`config.mk`:
```
export PLATFORM = sky130hd
export DESIGN_NAME = bto_core
export DESIGN_NICKNAME = d
export VERILOG_FILES = /design/src/verilog/bto_pkg.sv /design/src/verilog/bto_decode.sv /design/src/verilog/bto_addr_gen.sv /design/src/verilog/bto_core.sv
export SDC_FILE = /design/constraint.sdc
export NUM_CORES = 1
export LEC_CHECK = 0
export BUFFER_PORTS_ARGS = -buffer_cell sky130_fd_sc_hd__buf_2
export CAP_MARGIN = 20
export CORE_UTILIZATION = 47
export CTS_CLUSTER_SIZE = 14
export DETAILED_ROUTE_END_ITERATION = 7
export HOLD_SLACK_MARGIN = 0.05
export PLACE_DENSITY_LB_ADDON = 0.05
export SLEW_MARGIN = 40
export SYNTH_ARGS = -nofsm -noshare
export SYNTH_HDL_FRONTEND = slang
export SYNTH_SLANG_ARGS = --single-unit
```
`constraint.sdc`:
```
create_clock -name CORE_CLK -period 3.4 [get_ports CORE_CLK]
set_clock_uncertainty 0.2 [all_clocks]
set_input_delay 0.17 -clock CORE_CLK [delete_from_list [all_inputs] [get_ports CORE_CLK]]
set_output_delay 0.17 -clock CORE_CLK [all_outputs]
set_load 0.01 [all_outputs]
```
`src/verilog/bto_pkg.sv`:
```
// shared constants and types for the bit-invert / overflow-branch executor
package bto_pkg;

   // opcode patterns
   localparam logic [3:0] BTO_OPC_INVERT   = 4'h7;   // upper nibble of bit_invert_op
   localparam logic [7:0] BTO_OPC_BRANCH   = 8'he4;  // upper byte of branch_on_ovf_op

   // instruction field positions
   localparam int BTO_OPC_NIB_LSB = 12;
   localparam int BTO_BIT_LSB     = 9;
   localparam int BTO_ACC_POS     = 8;
   localparam int BTO_OPC_BYTE_LSB = 8;

   // addressing constants
   localparam logic [7:0] BTO_IDX_LIMIT    = 8'h5f;  // indexed literal offset ceiling (95)
   localparam logic [7:0] BTO_ACCESS_SPLIT = 8'h60;  // low access bank ends below this
   localparam logic [3:0] BTO_SFR_BANK     = 4'hf;   // upper access bank maps to last bank

   // program counter step per program word
   localparam logic [2:0] BTO_PC_STEP      = 3'h2;

   // quarter phases of one instruction cycle
   typedef enum logic [1:0] {BTO_Q1, BTO_Q2, BTO_Q3, BTO_Q4} bto_phase_e;

   // decoded operation
   typedef enum logic [1:0] {BTO_OP_NONE, BTO_OP_INVERT, BTO_OP_BRANCH} bto_op_e;

endpackage : bto_pkg

```
`src/verilog/bto_decode.sv`:
```
// opcode decoder for bit_invert_op and branch_on_ovf_op
`timescale 1ns/1ps
module bto_decode
   import bto_pkg::*;
(
   // instruction word
   input  wire logic [15:0] instr,
   // decoded fields
   output bto_op_e          op,
   output logic [2:0]       bit_idx,
   output logic             acc_sel,
   output logic [7:0]       file_addr,
   output logic [7:0]       offset
);

   // pure field split, no state
   always_comb
   begin
      bit_idx   = instr[BTO_BIT_LSB +: 3];
      acc_sel   = instr[BTO_ACC_POS];
      file_addr = instr[7:0];
      offset    = instr[7:0];
      if (instr[BTO_OPC_NIB_LSB +: 4] == BTO_OPC_INVERT)           // see RULE1
         op = BTO_OP_INVERT;
      else if (instr[BTO_OPC_BYTE_LSB +: 8] == BTO_OPC_BRANCH)     // see RULE7
         op = BTO_OP_BRANCH;
      else
         op = BTO_OP_NONE;
   end

endmodule : bto_decode

```
`src/verilog/bto_addr_gen.sv`:
```
// data memory address former for byte-oriented operands
`timescale 1ns/1ps
module bto_addr_gen
   import bto_pkg::*;
#(
   parameter int BANK_W = 4
)
(
   // operand inputs
   input  wire logic [7:0]          file_addr,
   input  wire logic                acc_sel,
   input  wire logic                ext_en,
   input  wire logic [BANK_W-1:0]   bank_sel,
   input  wire logic [BANK_W+7:0]   idx_base,
   // formed address
   output logic      [BANK_W+7:0]   addr
);

   // access bank, indexed literal offset or banked region
   always_comb
   begin
      if (acc_sel)
         addr = {bank_sel, file_addr};                                  // see RULE4
      else if (ext_en && (file_addr <= BTO_IDX_LIMIT))
         addr = idx_base + {{BANK_W{1'b0}}, file_addr};                 // see RULE5
      else if (file_addr < BTO_ACCESS_SPLIT)
         addr = {{BANK_W{1'b0}}, file_addr};                            // see RULE3
      else
         addr = {{(BANK_W-4){1'b1}}, BTO_SFR_BANK, file_addr};          // see RULE3
   end

endmodule : bto_addr_gen

```
`src/verilog/bto_core.sv`:
```
// execution core for bit_invert_op and branch_on_ovf_op in four quarter phases
//
// Summary of operation
// RULE1: opcode 0111 bbba ffff ffff inverts a bit
// RULE2: invert one bit, all else and flags kept
// RULE3: access selector clear uses the access bank
// RULE4: access selector set uses bank select register
// RULE5: extended set, selector clear, f<=95: indexed
// RULE6: bit invert: one word, one cycle, Q1..Q4
// RULE7: opcode 1110 0100 nnnn branches on overflow
// RULE8: branch only when overflow flag is one
// RULE9: taken target is old address+2+2n
// RULE10: branch one cycle, two when taken
// RULE11: taken writes program_counter in Q4, else none
// RULE12: bit index 0 selects least significant bit
`timescale 1ns/1ps
module bto_core
   import bto_pkg::*;
#(
   parameter int BANK_W = 4,
   parameter int PC_W   = 21
)
(
   // clock and reset
   input  wire logic                CORE_CLK,
   input  wire logic                NRST,
   // instruction stream, word at PROGRAM_COUNTER, sampled in Q1
   input  wire logic [15:0]         INSTR,
   // core state inputs
   input  wire logic                OVF_FLAG,
   input  wire logic                EXT_EN,
   input  wire logic [BANK_W-1:0]   BANK_SELECT_REGISTER,
   input  wire logic [BANK_W+7:0]   IDX_BASE,
   // data memory port
   output logic      [BANK_W+7:0]   MEM_ADDR,
   output logic                     MEM_RD,
   input  wire logic [7:0]          MEM_RDATA,
   output logic                     MEM_WR,
   output logic      [7:0]          MEM_WDATA,
   // program counter and sequencing
   output logic      [PC_W-1:0]     PROGRAM_COUNTER,
   output logic                     PC_LOAD,
   output logic                     FLUSH,
   output logic      [1:0]          Q_PHASE
);

   // decoder and address former outputs
   bto_op_e                dec_op;
   logic [2:0]             dec_bit;
   logic                   dec_acc;
   logic [7:0]             dec_file;
   logic [7:0]             dec_off;
   logic [BANK_W+7:0]      dec_addr;

   bto_decode u_decode
   (
      .instr     (INSTR),
      .op        (dec_op),
      .bit_idx   (dec_bit),
      .acc_sel   (dec_acc),
      .file_addr (dec_file),
      .offset    (dec_off)
   );

   bto_addr_gen #(.BANK_W(BANK_W)) u_addr
   (
      .file_addr (dec_file),
      .acc_sel   (dec_acc),
      .ext_en    (EXT_EN),
      .bank_sel  (BANK_SELECT_REGISTER),
      .idx_base  (IDX_BASE),
      .addr      (dec_addr)
   );

   // sequencing state
   bto_phase_e             q;
   bto_phase_e             next_q;
   logic                   flush;
   logic                   next_flush;
   bto_op_e                op;
   bto_op_e                next_op;
   logic [2:0]             bit_sel;
   logic [2:0]             next_bit_sel;
   logic [7:0]             off;
   logic [7:0]             next_off;
   logic                   taken;
   logic                   next_taken;

   // datapath and output state
   logic [BANK_W+7:0]      mem_addr;
   logic [BANK_W+7:0]      next_mem_addr;
   logic                   mem_rd;
   logic                   next_mem_rd;
   logic                   mem_wr;
   logic                   next_mem_wr;
   logic [7:0]             mem_wdata;
   logic [7:0]             next_mem_wdata;
   logic [PC_W-1:0]        pc;
   logic [PC_W-1:0]        next_pc;
   logic                   pc_load;
   logic                   next_pc_load;

   // twice the signed offset, sign extended to the counter width
   logic [PC_W-1:0]        disp;
   assign disp = {{(PC_W-9){off[7]}}, off, 1'b0};                 // see RULE9

   // phase walker and instruction capture
   always_comb
   begin
      next_flush   = flush;
      next_op      = op;
      next_bit_sel = bit_sel;
      next_off     = off;
      next_taken   = taken;
      unique case (q)
         BTO_Q1:
         begin
            next_q = BTO_Q2;
            // a flushed cycle ignores the fetched word entirely
            if (flush)
            begin
               next_op    = BTO_OP_NONE;                           // see RULE10
               next_taken = 1'b0;
            end
            else
            begin
               next_op      = dec_op;
               next_bit_sel = dec_bit;
               next_off     = dec_off;
               next_taken   = (dec_op == BTO_OP_BRANCH) && OVF_FLAG;  // see RULE8
            end
         end
         BTO_Q2:
            next_q = BTO_Q3;
         BTO_Q3:
            next_q = BTO_Q4;
         BTO_Q4:
         begin
            next_q = BTO_Q1;
            // a taken branch costs one dead cycle while fetch refills
            next_flush = taken;                                    // see RULE10
         end
      endcase
   end

   always_ff @(posedge CORE_CLK or negedge NRST)
   begin
      if (!NRST)
      begin
         q       <= BTO_Q1;
         flush   <= 1'b0;
         op      <= BTO_OP_NONE;
         bit_sel <= 3'h0;
         off     <= 8'h00;
         taken   <= 1'b0;
      end
      else
      begin
         q       <= next_q;
         flush   <= next_flush;
         op      <= next_op;
         bit_sel <= next_bit_sel;
         off     <= next_off;
         taken   <= next_taken;
      end
   end

   // memory read in Q2, modify in Q3, write back in Q4
   always_comb
   begin
      next_mem_addr  = mem_addr;
      next_mem_rd    = 1'b0;
      next_mem_wr    = 1'b0;
      next_mem_wdata = mem_wdata;
      if ((q == BTO_Q1) && !flush && (dec_op == BTO_OP_INVERT))
      begin
         next_mem_addr = dec_addr;
         next_mem_rd   = 1'b1;                                     // see RULE6
      end
      if ((q == BTO_Q3) && (op == BTO_OP_INVERT))
      begin
         // only the chosen bit flips; flags are never touched here
         next_mem_wdata = MEM_RDATA ^ (8'h01 << bit_sel);          // see RULE2, see RULE12
         next_mem_wr    = 1'b1;                                    // see RULE6
      end
   end

   always_ff @(posedge CORE_CLK or negedge NRST)
   begin
      if (!NRST)
      begin
         mem_addr  <= '0;
         mem_rd    <= 1'b0;
         mem_wr    <= 1'b0;
         mem_wdata <= 8'h00;
      end
      else
      begin
         mem_addr  <= next_mem_addr;
         mem_rd    <= next_mem_rd;
         mem_wr    <= next_mem_wr;
         mem_wdata <= next_mem_wdata;
      end
   end

   // program counter: branch target shown in Q4, dead cycle holds, else plain step at cycle end
   always_comb
   begin
      next_pc      = pc;
      next_pc_load = 1'b0;
      if ((q == BTO_Q3) && taken)
      begin
         next_pc      = pc + PC_W'(BTO_PC_STEP) + disp;            // see RULE9, see RULE11
         next_pc_load = 1'b1;                                      // see RULE11
      end
      // the dead cycle refetches at the target, so it must not step past it
      else if ((q == BTO_Q4) && !taken && !flush)
         next_pc = pc + PC_W'(BTO_PC_STEP);                        // see RULE8
   end

   always_ff @(posedge CORE_CLK or negedge NRST)
   begin
      if (!NRST)
      begin
         pc      <= '0;
         pc_load <= 1'b0;
      end
      else
      begin
         pc      <= next_pc;
         pc_load <= next_pc_load;
      end
   end

   // outputs straight from flops
   assign MEM_ADDR        = mem_addr;
   assign MEM_RD          = mem_rd;
   assign MEM_WR          = mem_wr;
   assign MEM_WDATA       = mem_wdata;
   assign PROGRAM_COUNTER = pc;
   assign PC_LOAD         = pc_load;
   assign FLUSH           = flush;
   assign Q_PHASE         = q;

   // the read is always in Q2 of a bit-invert cycle
   chk_read_in_q2: assert property (@(posedge CORE_CLK) disable iff (!NRST) // see RULE6
      mem_rd |-> (q == BTO_Q2) && (op == BTO_OP_INVERT))
      else $error("memory read outside Q2 of bit invert");

   // write follows read by exactly two clocks at the same address
   chk_write_after: assert property (@(posedge CORE_CLK) disable iff (!NRST) // see RULE6
      mem_rd |-> ##2 (mem_wr && (mem_addr == $past(mem_addr, 2))))
      else $error("write back not two clocks after read");

   // written byte differs from read byte in exactly the chosen bit
   chk_single_flip: assert property (@(posedge CORE_CLK) disable iff (!NRST) // see RULE2
      mem_wr |-> ((mem_wdata ^ $past(MEM_RDATA)) == (8'h01 << bit_sel)))
      else $error("bit invert changed wrong bits");

   // opcode 0111 starts a read in the next clock
   chk_invert_decode: assert property (@(posedge CORE_CLK) disable iff (!NRST) // see RULE1
      ((q == BTO_Q1) && !flush && (INSTR[15:12] == 4'h7)) |=> mem_rd)
      else $error("bit invert opcode not executed");

   // taken branch lands on old address plus 2 plus twice the offset
   chk_branch_target: assert property (@(posedge CORE_CLK) disable iff (!NRST) // see RULE9
      pc_load |-> (pc == $past(pc) + PC_W'(2) + disp))
      else $error("branch target wrong");

   // counter is written only in Q4 of a taken branch
   chk_load_phase: assert property (@(posedge CORE_CLK) disable iff (!NRST) // see RULE11
      pc_load |-> (q == BTO_Q4) && taken && (op == BTO_OP_BRANCH))
      else $error("program counter load outside taken Q4");

   // untaken branch and plain cycles just step by two in four clocks
   chk_seq_step: assert property (@(posedge CORE_CLK) disable iff (!NRST) // see RULE8
      ((q == BTO_Q1) && !flush && !((dec_op == BTO_OP_BRANCH) && OVF_FLAG))
      |-> ##4 (pc == $past(pc, 4) + PC_W'(2)))
      else $error("sequential step wrong");

   // a taken branch is followed by one whole dead cycle
   chk_flush_cycle: assert property (@(posedge CORE_CLK) disable iff (!NRST) // see RULE10
      pc_load |=> flush [*4] ##1 !flush)
      else $error("flush cycle length wrong");

   // a flushed cycle touches no memory and raises no pc_load in Q3
   chk_flush_quiet: assert property (@(posedge CORE_CLK) disable iff (!NRST) // see RULE10
      (flush && (q == BTO_Q1)) |=> !mem_rd ##1 (!mem_wr && !pc_load) ##1 !mem_wr)
      else $error("flushed cycle was not idle");

   // the dead cycle leaves the counter on the branch target
   chk_dead_hold: assert property (@(posedge CORE_CLK) disable iff (!NRST) // see RULE10
      (flush && (q == BTO_Q4)) |=> $stable(pc))
      else $error("counter moved in dead cycle");

   // indexed literal offset used when extended and low address
   chk_indexed_addr: assert property (@(posedge CORE_CLK) disable iff (!NRST) // see RULE5
      ((q == BTO_Q1) && !flush && (dec_op == BTO_OP_INVERT) && EXT_EN && !INSTR[8]
       && (INSTR[7:0] <= 8'h5f))
      |=> (mem_addr == $past(IDX_BASE) + {{BANK_W{1'b0}}, $past(INSTR[7:0])}))
      else $error("indexed literal address wrong");

   // banked access takes its bank from the bank select register
   chk_banked_addr: assert property (@(posedge CORE_CLK) disable iff (!NRST) // see RULE4
      ((q == BTO_Q1) && !flush && (dec_op == BTO_OP_INVERT) && INSTR[8])
      |=> (mem_addr == {$past(BANK_SELECT_REGISTER), $past(INSTR[7:0])}))
      else $error("banked address wrong");

endmodule : bto_core

```
==> flow_summary_export.csv <==
group,metric,value,unit
outcome,status,"complete, no violations",
cts,clock_path_buffers,2,
sta,min_period,3.23,ns
floorplan,start_util,0.486,
yosys,synth_ff_type,"dfrtp_1",
floorplan,dieArea,0.00996,sq mm
cts,clkTransAtPathRegs,0.07,ns
routing,antenna_left,0,
final_layout,most-common-layout-cells,"buf_2, nand2_1, dfrtp_1",
yosys,syn-cell-area,0.00449,sq mm
yosys,synth_nets,589,
cts,cts.htree.levels,3,
cts,cts_sinks,60,
yosys,synth_warnings,0,
sta,fmax,309,MHz
global_routing,antenna_found_initial,0,
placement,gp_congestion,0.939,
routing,avgRoutedWirePerCell,14.8,um
worst_setup_path,critPathMaxFanout,6,
yosys,async_flop_share,1.00,
sta,setup_viol,0,
sta,finalCritPeriodShare,0.951,
floorplan,die_y,99.8,um
yosys,avgSynthCellArea,8.86,sq um
worst_setup_path,cp-startpoint,"PROGRAM_COUNTER[2]",
cts,numCtsBuffers,9,
final_layout,layout-drive-gt1-share,0.267,
floorplan,core_area,0.00924,sq mm
power,vdd_ir_drop_max,194,uV
final_layout,multiInputGateArea,0.00291,sq mm
final_layout,fin_nets,736,
final_layout,register_area,0.00150,sq mm
sta,whs,0.0824,ns
cts,cts-root-buf,"clkbuf_8",
power,power_density,405,mW/mm^2
final_layout,fillCellCount,812,
sta,slew_headroom,0.465,
power,p_leak,2.88,nW
routing,viasPerCell,5.27,
final_layout,stdcell_area,0.00591,sq mm
worst_setup_path,regToRegStartpoint,"PROGRAM_COUNTER[2]",
global_routing,grt_pass1_vias,4209,
yosys,synthCells,507,
worst_setup_path,endpoint_kind,"register",
cts,insertion_delay,0.34,ns
run,drv_cap,0,
power,total_power,2.40,mW
final_layout,final_common_cell,"buf_2",
placement,io_buffers,89,
cts,cts_tree,"yes",
sta,hold_viol,0,
sta,worstMarginPinSlew,0.794,ns
global_routing,track_usage,0.248,
sta,drv_slew,0,
global_routing,grt_remaining_overflow,0,
worst_setup_path,setup.worst_path.end,"PROGRAM_COUNTER[20]",
floorplan,num_rows,35,
worst_setup_path,cp.arrival,3.30,ns
yosys,ys_ff_latch,60,
worst_setup_path,cp.required,3.47,ns
global_routing,grt_pass1_wl,19400,um
floorplan,die_w,99.8,um
yosys,synth_edf_count,0,
routing,drtIter0Drc,119,
placement,dpl_worst_slack,0.0163,ns
sta,finalWorstSetupSlack,0.168,ns
placement,placed_area,0.00522,sq mm
sta,rsz0062_at_grt,"yes",
worst_setup_path,ff2ff_path_depth,15,
yosys,seq_area_frac_synth,0.334,
yosys,yosysUniqueCellTypes,63,
floorplan,num_io_pins,91,
hold_path,hold_path_class,"in2async",
routing,drc,0,
routing,vias,4150,
global_routing,grt_start_max_net_pins,30,
worst_setup_path,reg2reg_slack,0.17,ns
final_layout,antenna_cells,0,
final_layout,final_util,0.640,
routing,routed_wl,11600,um
placement,hpwlAfterDp,8640,um
routing,dr.pass1.iters,4,
worst_setup_path,reg2reg_to,"PROGRAM_COUNTER[20]",
final_layout,syn2layout_area_growth,31.6,%
worst_setup_path,start_kind,"register",
worst_setup_path,worstSetupPathType,"reg2reg",
## synth_stat cells, drive strengths merged, types with 11 or more instances
cell type   n  area share
nor2       30       0.025
nand3      22       0.027
dfrtp      60        0.33
mux2       11       0.028
a21oi      28       0.032
inv        18       0.015
ha         36        0.10
xor2       33       0.064
nand2      66       0.055
o21ai      51       0.058
xnor2      36       0.072
clkbuf     12       0.011
## critical path, cell delays in order, from the launching register on
cell and delay, ns:
dfrtp_2 0.42, ha_4 0.17, nand3_1 0.08, nor2_2 0.18, nand3_2 0.11, nor2_2 0.11, xor2_1 0.17, ha_1 0.29
buf_4 0.17, a211oi_1 0.22, o21ai_1 0.14, a211oi_2 0.24, nand3_1 0.13, a21o_1 0.21, a31oi_2 0.20, xnor2_1 0.13
## where the power goes
| group | total [mW] | switching [mW] | leakage [nW] | internal (mW) |
|---|---|---|---|---|
| registers | 0.843 | 0.0549 | 0.761 | 0.788 |
| logic | 0.726 | 0.382 | 1.99 | 0.344 |
| clock network | 0.827 | 0.301 | 0.127 | 0.527 |
## layout make-up
type / instances / area share
Clock inverter: 4 / 0.0161
Inverter: 19 / 0.0121
Multi-Input combinational cell: 411 / 0.493
Sequential cell: 60 / 0.254
Timing Repair Buffer: 153 / 0.171
Tap cell: 129 / 0.0273
Clock buffer: 12 / 0.0262
## layer usage
metal	vias up	track usage	share of wire
li1	2065	-	-
met1	1991	0.292	0.44
met2	81	0.458	0.51
met3	13	0.0404	0.030
met4	0	0.0769	0.012
met5	-	0	0
## flip-flops by register name, summed over array words and instances, names as in the netlist
name	count
FLUSH	1
MEM_ADDR	12
MEM_RD	1
MEM_WDATA	8
MEM_WR	1
PC_LOAD	1
PROGRAM_COUNTER	20
Q_PHASE	2
bit_sel	3
off	8
op	2
taken	1
## how the worst min path moves through the flow
stage / from / end / depth (start not counted)
2_1_floorplan: NRST / FLUSH / 0
3_3_place_gp: NRST / MEM_WDATA[2] / 1
3_5_place_dp: NRST / MEM_WDATA[2] / 1
4_1_cts: NRST / MEM_WDATA[2] / 2
5_1_grt: NRST / Q_PHASE[0] / 2
6_report: NRST / MEM_WDATA[2] / 2
## timing repair
item,4_1_cts,5_1_grt
resized for setup,1,17
hold endpoints to repair,93,0
setup buffers,0,4
setup endpoints to repair,1,5
pin swaps,0,13
hold buffers,34,0
## metrics by stage
| step | setup TNS [ns] | std cells |
|---|---|---|
| after global placement | 0 | 734 |
| after floorplan | 0 | 507 |
| final | 0 | 788 |
| after detailed placement | 0 | 734 |
| after CTS | 0 | 784 |
| after global routing | -0.0774 | 788 |
## kinds of logic (layout without fill, tap and decap cells)
| logic type | after synthesis | count (layout) | synth area share |
|---|---|---|---|
| flops | 60 | 60 | 0.334 |
| buf+inv | 36 | 188 | 0.0337 |
| other cells | 1 | 1 | 0.000835 |
| fa+ha+maj | 38 | 38 | 0.109 |
| compound gates | 120 | 120 | 0.165 |
| simple gates | 170 | 170 | 0.189 |
| xor+xnor | 69 | 69 | 0.136 |
| mux | 13 | 13 | 0.0320 |
Power figures use the tool's default switching activity.
